File: src/bwt_defines.svh
// constants and behaviour notes for the basic watchdog / stabilization timer
//------------------------------------------------------------------------------
// Notes on behaviour
// - timer clock comes from prescaler dividing oscillator by 4096, 1024 or 128
// - eight-bit up-counter on timer clock, readable at ddh, writes ignored
// - read/write control register at dch with select, clears and disable field
// - reset clears control to zero: watchdog enabled, divide by 4096
// - watchdog disabled only while upper control nibble equals 1010b
// - counter overflow while watchdog enabled raises a system reset
// - overflow is the carry out of bit 7, wrap from ffh to 00h
// - writing one to control bit 1 clears the counter
// - writing one to control bit 0 clears the prescaler
// - reset or external interrupt in stop mode starts the stabilization count
// - after reset count at divide 4096, after interrupt at programmed select
// - counter bit 4 set ends stabilization and restores the cpu clock
// - interrupt release from stop leaves timer settings unchanged
//------------------------------------------------------------------------------
`ifndef BWT_DEFINES_SVH
`define BWT_DEFINES_SVH
`define BWT_ADDR_CTRL 8'hdc
`define BWT_ADDR_COUNT 8'hdd
`define BWT_ADDR_IRQ_STATUS 8'hde
`define BWT_ADDR_IRQ_MASK 8'hdf
`define BWT_CTRL_RESET 8'h00
`define BWT_DIS_SIG 4'ha
`define BWT_BIT_CNT_CLR 1
`define BWT_BIT_PRE_CLR 0
`define BWT_SEL_LO 2
`define BWT_SEL_HI 3
`define BWT_STAB_BIT 4
`define BWT_DIV_4096 12'hfff
`define BWT_DIV_1024 12'h3ff
`define BWT_DIV_128 12'h07f
`define BWT_IRQ_OVF 0
`define BWT_IRQ_STAB 1
`define BWT_IRQ_W 2
`endif

File: src/bwt_pkg.sv
// types for the basic watchdog / stabilization timer
package bwt_pkg;
   typedef enum logic [2:0] {
      BWT_RUN = 3'h1,
      BWT_STOP = 3'h2,
      BWT_STAB = 3'h4
   } bwt_state_t;
endpackage : bwt_pkg

File: src/bwt_prescaler.sv
// prescaler producing a one-cycle tick at the selected division
`include "bwt_defines.svh"
module bwt_prescaler (
   input wire logic i_clk,
   input wire logic i_rst,
   input wire logic i_clear,
   input wire logic i_run,
   input wire logic [1:0] i_sel,
   output logic o_tick
);
   logic [11:0] div_reg;
   logic [11:0] div_next;
   logic [11:0] mask;
   logic tick_next;

   // divider counts while i_run is high and holds otherwise; tick when the masked low bits are all ones
   always_comb begin
      case (i_sel)
         2'h0: mask = `BWT_DIV_4096;
         2'h1: mask = `BWT_DIV_1024;
         default: mask = `BWT_DIV_128;
      endcase
      div_next = div_reg;
      tick_next = 1'b0;
      if (i_clear) begin
         div_next = 12'h000;
      end else if (i_run) begin
         div_next = div_reg + 12'h001;
         tick_next = ((div_reg & mask) == mask);
      end
   end

   always_ff @(posedge i_clk or posedge i_rst) begin
      if (i_rst) begin
         div_reg <= 12'h000;
         o_tick <= 1'b0;
      end else begin
         div_reg <= div_next;
         o_tick <= tick_next;
      end
   end
endmodule : bwt_prescaler

File: src/bwt_timer.sv
// basic watchdog and oscillation stabilization timer top
`include "bwt_defines.svh"
module bwt_timer
   import bwt_pkg::*;
(
   input wire logic i_clk,
   input wire logic i_rst,
   input wire logic [7:0] i_addr,
   input wire logic [7:0] i_wdata,
   input wire logic i_wr,
   input wire logic i_rd,
   input wire logic i_stop_req,
   input wire logic i_ext_wake,
   output logic [7:0] o_rdata,
   output logic o_wdt_reset,
   output logic o_cpu_clk_en,
   output logic o_stab_done,
   output logic o_irq
);
   //---------------------------------------------------------------------------
   // pin synchronisers
   //---------------------------------------------------------------------------
   logic [1:0] stop_sync_reg;
   logic [1:0] wake_sync_reg;
   logic stop_s;
   logic wake_s;

   // two flops for the asynchronous stop and wake pins
   always_ff @(posedge i_clk or posedge i_rst) begin
      if (i_rst) begin
         stop_sync_reg <= 2'h0;
         wake_sync_reg <= 2'h0;
      end else begin
         stop_sync_reg <= {stop_sync_reg[0], i_stop_req};
         wake_sync_reg <= {wake_sync_reg[0], i_ext_wake};
      end
   end
   assign stop_s = stop_sync_reg[1];
   assign wake_s = wake_sync_reg[1];

   //---------------------------------------------------------------------------
   // decode helpers
   //---------------------------------------------------------------------------
   function automatic logic wd_enabled(input logic [7:0] ctrl);
      wd_enabled = (ctrl[7:4] != `BWT_DIS_SIG);
   endfunction : wd_enabled

   //---------------------------------------------------------------------------
   // state
   //---------------------------------------------------------------------------
   bwt_state_t state_reg;
   bwt_state_t state_next;
   logic [7:0] ctrl_reg;
   logic [7:0] ctrl_next;
   logic [7:0] count_reg;
   logic [7:0] count_next;
   logic boot_reg;
   logic boot_next;
   logic [`BWT_IRQ_W-1:0] irq_stat_reg;
   logic [`BWT_IRQ_W-1:0] irq_stat_next;
   logic [`BWT_IRQ_W-1:0] irq_mask_reg;
   logic [`BWT_IRQ_W-1:0] irq_mask_next;
   logic [7:0] rdata_next;
   logic wdt_reset_next;
   logic cpu_en_next;
   logic stab_done_next;
   logic irq_next;
   logic tick;
   logic pre_clear;
   logic [1:0] sel_eff;
   logic ctrl_wr;
   logic overflow;
   logic stab_end;
   logic [`BWT_IRQ_W-1:0] irq_evt;

   assign ctrl_wr = i_wr && (i_addr == `BWT_ADDR_CTRL);
   assign pre_clear = ctrl_wr && i_wdata[`BWT_BIT_PRE_CLR];
   // boot stabilization forces divide 4096, wake uses programmed select
   assign sel_eff = boot_reg ? 2'h0 : ctrl_reg[`BWT_SEL_HI:`BWT_SEL_LO];

   bwt_prescaler u_pre (
      .i_clk(i_clk),
      .i_rst(i_rst),
      .i_clear(pre_clear),
      .i_run(state_reg != BWT_STOP),
      .i_sel(sel_eff),
      .o_tick(tick)
   );

   //---------------------------------------------------------------------------
   // counter, mode sequencing and control register
   //---------------------------------------------------------------------------
   always_comb begin
      state_next = state_reg;
      ctrl_next = ctrl_reg;
      count_next = count_reg;
      boot_next = boot_reg;
      overflow = 1'b0;
      stab_end = 1'b0;
      // control writes store select and signature; clear bits self-clear
      // a wake from stop leaves the stored control untouched
      if (ctrl_wr) begin
         ctrl_next = {i_wdata[7:2], 2'h0};
      end
      // counter advances on each prescaler tick outside stop
      if (tick && state_reg != BWT_STOP) begin
         count_next = count_reg + 8'h01;
         overflow = (count_reg == 8'hff);
      end
      if (ctrl_wr && i_wdata[`BWT_BIT_CNT_CLR]) begin
         count_next = 8'h00;
         overflow = 1'b0;
      end
      case (state_reg)
         BWT_RUN: begin
            if (stop_s) begin
               state_next = BWT_STOP;
            end
         end
         BWT_STOP: begin
            if (wake_s) begin
               state_next = BWT_STAB;
               count_next = 8'h00;
            end
         end
         BWT_STAB: begin
            if (count_reg[`BWT_STAB_BIT]) begin
               state_next = BWT_RUN;
               stab_end = 1'b1;
               boot_next = 1'b0;
               count_next = 8'h00;
            end
         end
         default: begin
            state_next = BWT_RUN;
         end
      endcase
   end

   always_ff @(posedge i_clk or posedge i_rst) begin
      if (i_rst) begin
         state_reg <= BWT_STAB;
         ctrl_reg <= `BWT_CTRL_RESET;
         count_reg <= 8'h00;
         boot_reg <= 1'b1;
      end else begin
         state_reg <= state_next;
         ctrl_reg <= ctrl_next;
         count_reg <= count_next;
         boot_reg <= boot_next;
      end
   end

   //---------------------------------------------------------------------------
   // interrupt status and mask
   //---------------------------------------------------------------------------
   assign irq_evt[`BWT_IRQ_OVF] = overflow;
   assign irq_evt[`BWT_IRQ_STAB] = stab_end;

   // sticky bits, write one clears, a same-cycle event wins
   always_comb begin
      irq_stat_next = irq_stat_reg;
      irq_mask_next = irq_mask_reg;
      if (i_wr && i_addr == `BWT_ADDR_IRQ_STATUS) begin
         irq_stat_next = irq_stat_reg & ~i_wdata[`BWT_IRQ_W-1:0];
      end
      if (i_wr && i_addr == `BWT_ADDR_IRQ_MASK) begin
         irq_mask_next = i_wdata[`BWT_IRQ_W-1:0];
      end
      irq_stat_next = irq_stat_next | irq_evt;
      irq_next = |(irq_stat_next & irq_mask_next);
   end

   always_ff @(posedge i_clk or posedge i_rst) begin
      if (i_rst) begin
         irq_stat_reg <= '0;
         irq_mask_reg <= '0;
         o_irq <= 1'b0;
      end else begin
         irq_stat_reg <= irq_stat_next;
         irq_mask_reg <= irq_mask_next;
         o_irq <= irq_next;
      end
   end

   //---------------------------------------------------------------------------
   // register reads and registered outputs
   //---------------------------------------------------------------------------
   always_comb begin
      rdata_next = 8'h00;
      if (i_rd) begin
         case (i_addr)
            `BWT_ADDR_CTRL: rdata_next = ctrl_reg;
            `BWT_ADDR_COUNT: rdata_next = count_reg;
            `BWT_ADDR_IRQ_STATUS: rdata_next = {6'h00, irq_stat_reg};
            `BWT_ADDR_IRQ_MASK: rdata_next = {6'h00, irq_mask_reg};
            default: rdata_next = 8'h00;
         endcase
      end
      wdt_reset_next = overflow && wd_enabled(ctrl_reg);
      cpu_en_next = (state_next == BWT_RUN);
      stab_done_next = stab_end;
   end

   always_ff @(posedge i_clk or posedge i_rst) begin
      if (i_rst) begin
         o_rdata <= 8'h00;
         o_wdt_reset <= 1'b0;
         o_cpu_clk_en <= 1'b0;
         o_stab_done <= 1'b0;
      end else begin
         o_rdata <= rdata_next;
         o_wdt_reset <= wdt_reset_next;
         o_cpu_clk_en <= cpu_en_next;
         o_stab_done <= stab_done_next;
      end
   end
endmodule : bwt_timer

File: config.mk
export PLATFORM = sky130hd
export DESIGN_NAME = bwt_timer
export DESIGN_NICKNAME = d
export VERILOG_FILES = /design/src/bwt_pkg.sv /design/src/bwt_prescaler.sv /design/src/bwt_timer.sv
export VERILOG_INCLUDE_DIRS = /design/src
export SDC_FILE = /design/constraint.sdc
export NUM_CORES = 1
export LEC_CHECK = 0
export BUFFER_PORTS_ARGS = -buffer_cell sky130_fd_sc_hd__buf_2
export CORE_UTILIZATION = 45
export CTS_CLUSTER_DIAMETER = 100
export DETAILED_ROUTE_END_ITERATION = 6
export HOLD_SLACK_MARGIN = 0.15
export PLACE_DENSITY = 0.68
export SLEW_MARGIN = 20
export SYNTH_ARGS = -nofsm -noshare
export SYNTH_HDL_FRONTEND = slang
export SYNTH_SLANG_ARGS = --single-unit
File: constraint.sdc
create_clock -name i_clk -period 1.8 [get_ports i_clk]
set_input_delay 0.09 -clock i_clk [delete_from_list [all_inputs] [get_ports i_clk]]
set_output_delay 0.09 -clock i_clk [all_outputs]
set_load 0.02 [all_outputs]
* Word level (Yosys, flattened, before mapping)
Index checks and enable logic that the tools add are counted.
** Storage, ports and cells
- Bits in registers :: 51
- Output and inout port bits :: 12
- Word-level logic and storage cells :: 69
- Bits of input ports :: 22
** Operators by class
- Reductions and logical operators :: 11
- Equal/unequal tests :: 13
- $add $sub $neg :: 2
- Multiplexer cells :: 23
- Bitwise gates (word level) :: 5
** Operators by type and width (number)
- $eq A8 B8 Y1 const B :: 5
- $mux W8 :: 5
- $pmux W8 S4 :: 1
- $mux W12 :: 2
- $pmux W12 S2 :: 1
- $pmux W8 S2 :: 1
- $add A12 B1 Y12 const B :: 1
- $and A12 B12 Y12 :: 1
- $eq A12 B12 Y1 :: 1
- $mux W3 :: 3
- $pmux W3 S3 :: 1
- $add A8 B1 Y8 const B :: 1
- $logic_and A1 B1 Y1 :: 7
- $eq A3 B1 Y1 const B :: 2
- $mux W1 :: 6
- $mux W2 :: 3
- $and A2 B2 Y2 :: 2
- $ne A4 B4 Y1 const B :: 1
- $eq A3 B2 Y1 const B :: 1
- $eq A3 B3 Y1 const B :: 1
- $ne A3 B2 Y1 const B :: 1
- $eq A2 B1 Y1 const B :: 1
- $logic_not A2 Y1 :: 1
- $not A2 Y2 :: 1
- other kinds (4) :: 4

* Depth between registers and ports, before layout
- Depth in word-level cells :: 7
- Mapped depth :: 7
- Mapped depth without buffers :: 5

* By module
Synthesis repeated with hierarchy kept, for this count alone.
** Second synthesis, totals
- Cells, all modules :: 211
- Area total of the unflattened synthesis :: 2384.8 um^2
** Modules (own cells, without submodules)
- bwt_timer :: cells each 145, area each 1725.4 um^2, times used 1, sequential area each 953.4 um^2
- bwt_prescaler :: cells each 66, area each 659.4 um^2, times used 1, sequential area each 325.3 um^2

* Worst setup path before layout
OpenSTA, ideal clock, no wires.
- Path kind :: reg2reg
- Start point :: reg state_reg[0]
- End point :: reg count_reg[6]
- Setup time :: 0.118 ns
- Data required time :: 1.682 ns
- Buffers on the path :: 3
- Period minus slack after synthesis :: 1.499 ns
- Data arrival time :: 1.381 ns
- Stages on the path, launching flop included :: 8
- Path slack :: 0.301 ns
- Cell sequence :: dfrtp_1 > buf_6 > or3b_1 > buf_2 > buf_6 > nand4_1 > xor2_1 > nor2_1
** Between the ends
- Cells in the longest elaborated chain, start to end :: 6
- Elaborated cells between the ends (all ways) :: 9
- Those cells by class :: 3 x eq/ne; 5 x mux; 1 x reduce/logical
** Ends and longest elaborated chain
- start, declared :: RTL line bwt_timer.sv:51 : bwt_state_t state_reg;
- start signal, assigned :: RTL line bwt_timer.sv:147 : state_reg <= state_next;
- $ne A3 B2 Y1 :: RTL line bwt_timer.sv:106 : if (tick && state_reg != BWT_STOP) begin
- $logic_and A1 B1 Y1 :: RTL line bwt_timer.sv:106
- $mux W8 :: RTL line bwt_timer.sv:106
- $mux W8 :: RTL line bwt_timer.sv:110 : if (ctrl_wr && i_wdata[`BWT_BIT_CNT_CLR]) begin
- $mux W8 (on tied branches) :: RTL line bwt_timer.sv:127, bwt_timer.sv:121
- $pmux W8 S2 * :: RTL line bwt_timer.sv:114 : case (state_reg)
- via count_next[6] :: RTL line bwt_timer.sv:56 : logic [7:0] count_next;
- end signal, assigned :: RTL line bwt_timer.sv:149 : count_reg <= count_next;
- end, declared :: RTL line bwt_timer.sv:55 : logic [7:0] count_reg;
The timed path passes the listed nets; every way through them passes the cells marked *.
A chain may end at the register's enable or synchronous reset.

* Worst setup path after layout
- Start point :: reg state_reg[1]
- End point :: reg o_irq
** Between the ends
- Cells in the longest elaborated chain, start to end :: 7
- Elaborated cells between the ends (all ways) :: 9
- Those cells by class :: 2 x eq/ne; 3 x mux; 2 x bitwise; 2 x reduce/logical
** Ends and longest elaborated chain
- $ne A3 B2 Y1 :: RTL line bwt_timer.sv:106
- $logic_and A1 B1 Y1 :: RTL line bwt_timer.sv:106
- $mux W1 :: RTL line bwt_timer.sv:106
- $mux W1 :: RTL line bwt_timer.sv:110
- $or A2 B2 Y2 :: RTL line bwt_timer.sv:170 : irq_stat_next = irq_stat_next | irq_evt;
- via irq_stat_next[0] :: RTL line bwt_timer.sv:60 : logic [`BWT_IRQ_W-1:0] irq_stat_next;
- $and A2 B2 Y2 :: RTL line bwt_timer.sv:171 : irq_next = |(irq_stat_next & irq_mask_next);
- $reduce_or A2 Y1 :: RTL line bwt_timer.sv:171
- via irq_next :: RTL line bwt_timer.sv:67 : logic irq_next;
- end signal, assigned :: RTL line bwt_timer.sv:182 : o_irq <= irq_next;
- end, declared :: RTL line bwt_timer.sv:18 : output logic o_irq
The timed path passes the listed nets, and every way through them passes these cells.

==> flow_summary.ini <==
[status]
status = finished clean

[floorplanning]
row_count = 25
coreArea_sq_um = 4880
ioPinCount = 34
die_w_um = 74.15
start_util = 0.4800
dieArea_sq_um = 5497
die_h_um = 74.15

[timing]
tns_ns = 0
final_max_slew_viol_count = 0
hold_violations = 0
max_freq_mhz = 604.2
setup_viol = 0
hold_slack_ns = 0.1283
relSlewSlack = 0.6878
period_needed_ns = 1.655
finalClockSkew_ns = 0.006910
rsz0062_at_grt = false
worstMarginPinSlew_ns = 0.4684
min_period_over_period = 0.9195

[global_route]
antenna_found_initial = 0
grt_usage = 0.1889
first_global_vias = 1637
grt_overflow = 0
grt_pass1_wl_mm = 7.659
grt_max_degree = 52

[synthesis]
async_reset_ff_frac = 1.000
synth_top_area_frac = 0.5235
synth-edff-count = 0
syn_avg_cell_area_sq_um = 11.43
ys_types = 46
synth_common_cells = dfrtp_1, nor2_1, mux2_2, nand4_1, xor2_1
synth_area_sq_um = 2342
synth_top_area_cell = dfrtp_1
synth_seq_area_share = 0.5459
ys_ff_latch = 51
yosysMostFrequentCell = dfrtp_1
synthFlopType = dfrtp_1
synth_nets = 229
synthTopCellsByArea = dfrtp_1, mux2_2, nor2_1, xor2_1, nand4_1
ys_warn_count = 0
syn_inst = 205

[pwr]
power_density_nw_per_um2 = 945.4
peakVddDrop_uv = 604.7
p_leak_nw = 1.362
power.total_mw = 2.698

[setup_path]
worstSetupStartpointType = flip-flop
critPathTopFamily = simple AND/OR/NAND/NOR gates
max_stage_delay_ns = 0.59
crit_type = flip-flop to flip-flop
crit_arrival_ns = 1.85
crit_fanout = 14
worst_path_max_delay_cell = or3b_1
end_kind = flip-flop
critPathRequiredTime_ns = 2.00
path_buf_inv = 0
crit_chain = or3b_1, nand4_2, o2bb2ai_2, a22o_1

[placed_design]
io_buffers = 33
dp_cells = 304
dp_hpwl_mm = 3.073
gp_congestion = 0.8847

[clock_network]
numCtsBuffers = 5
clk_path_buf_depth = 2
tritoncts = yes
post_cts_resized = 0
cts_root_buf = clkbuf_8
clk_pin_slew_ns = 0.09
worst_skew_pair.late_latency_ns = 0.31
post-cts-setup-buffer-count = 0
cts_sinks = 51
htreeDepth = 2

[layout]
drive_above_1_share = 0.2692
area_growth_pct = 21.85
largest_reg_flops = 12
diodes = 0
n_fill_cell = 435
nets = 283
fin_cells = 327

[min_path]
hold_path_class = primary input to flip-flop

[routing]
dr.pass1.iters = 4
vias = 1684
route.detailed.drc = 0
vias_per_cell = 5.150
wl_mm = 4.625
drtIter0Drc = 125
antenna_left = 0
wire_per_inst_um = 14.14

[run]
max-cap-violations = 0
==> cell families (layout without fill, tap and decap cells) <==
family | after synthesis | count (layout) | share of synthesized area
xor gates and xnor gates | 16 | 16 | 0.05983
AOI/OAI and AO/OA | 17 | 17 | 0.04915
DFF | 51 | 51 | 0.5459
muxes | 16 | 16 | 0.07372
and+or+nand+nor | 92 | 92 | 0.2334
buffers and inverters | 11 | 66 | 0.02724
adders and majority gates | 2 | 2 | 0.01068
==> metrics by stage <==
stage | cell area, sq um | worst slack (ns) | utilization
after global routing | 2854 | 0.04895 | 0.5849
after global placement | 2600 | 0.2017 | 0.5328
after floorplan | 2342 | 0.3008 | -
after CTS | 2854 | 0.02610 | 0.5849
final | 2854 | 0.1448 | 0.5849
after detailed placement | 2600 | 0.1491 | 0.5328
==> power by group <==
group / internal [mW] / switching [mW]
clock: 0.350 / 0.367
sequential: 1.29 / 0.137
combinational: 0.265 / 0.290
==> cells in the final DEF (no fill, tap or decap), drive strengths merged, types with 3 or more instances in the layout <==
cell type	instances
nor4	3
dfrtp	49
mux2	10
xor2	10
buf	39
and2	3
xnor2	6
dlygate4sd3	15
nand3b	4
a21oi	8
nor3	5
and3	3
nand3	7
clkbuf	7
nand4	11
mux2i	6
nand2	8
inv	4
or3b	3
nor2	28
==> worst min-delay path, cell delays in order <==
cell	delay (ns)
buf_2	0.12
nand4_1	0.12
nor2_1	0.06
==> final cells by class <==
type,count,area (sq um),area share
timing repair buffer,54,372.9,0.1306
tap,67,83.83,0.02937
inverter,4,15.01,0.005261
multi-input combinational,143,999.7,0.3503
sequential,51,1279,0.4480
clock inverter,1,7.507,0.002630
clock buffer,7,96.34,0.03376
==> metal layers <==
| metal | vias up | GRT usage | share of wire |
|---|---|---|---|
| met2 | 50 | 0.2737 | 0.46 |
| met3 | 5 | 0.03794 | 0.056 |
| met4 | 0 | 0.08974 | 0.011 |
| li1 | 823 | - | - |
| met5 | - | 0 | 0 |
| met1 | 806 | 0.2723 | 0.47 |
==> final timing paths <==
| kind | from | endpoint | slack, ns | cells after the start |
|---|---|---|---|---|
| setup / recovery | state_reg[1]$_DFF_PP0_ | o_irq$_DFF_PP0_ | 0.14 | 4 |
| hold / removal | i_addr[6] | o_rdata[0]$_DFF_PP0_ | 0.13 | 3 |
| setup reg to reg | state_reg[1]$_DFF_PP0_ | o_irq$_DFF_PP0_ | 0.14 | 4 |
| hold reg to reg | stop_sync_reg[0]$_DFF_PP0_ | stop_sync_reg[1]$_DFF_PP0_ | 0.35 | 0 |
| max in group asynchronous | i_rst | state_reg[2]$_DFF_PP1_ | 1.16 | 4 |
| min in group asynchronous | i_rst | count_reg[3]$_DFF_PP0_ | 0.35 | 4 |
==> what timing repair did <==
item / CTS / global route
hold buffers: 15 / 1
endpoints found under the hold margin: 65 / 1
setup endpoints to repair: 0 / 1
Power figures use the tool's default switching activity.
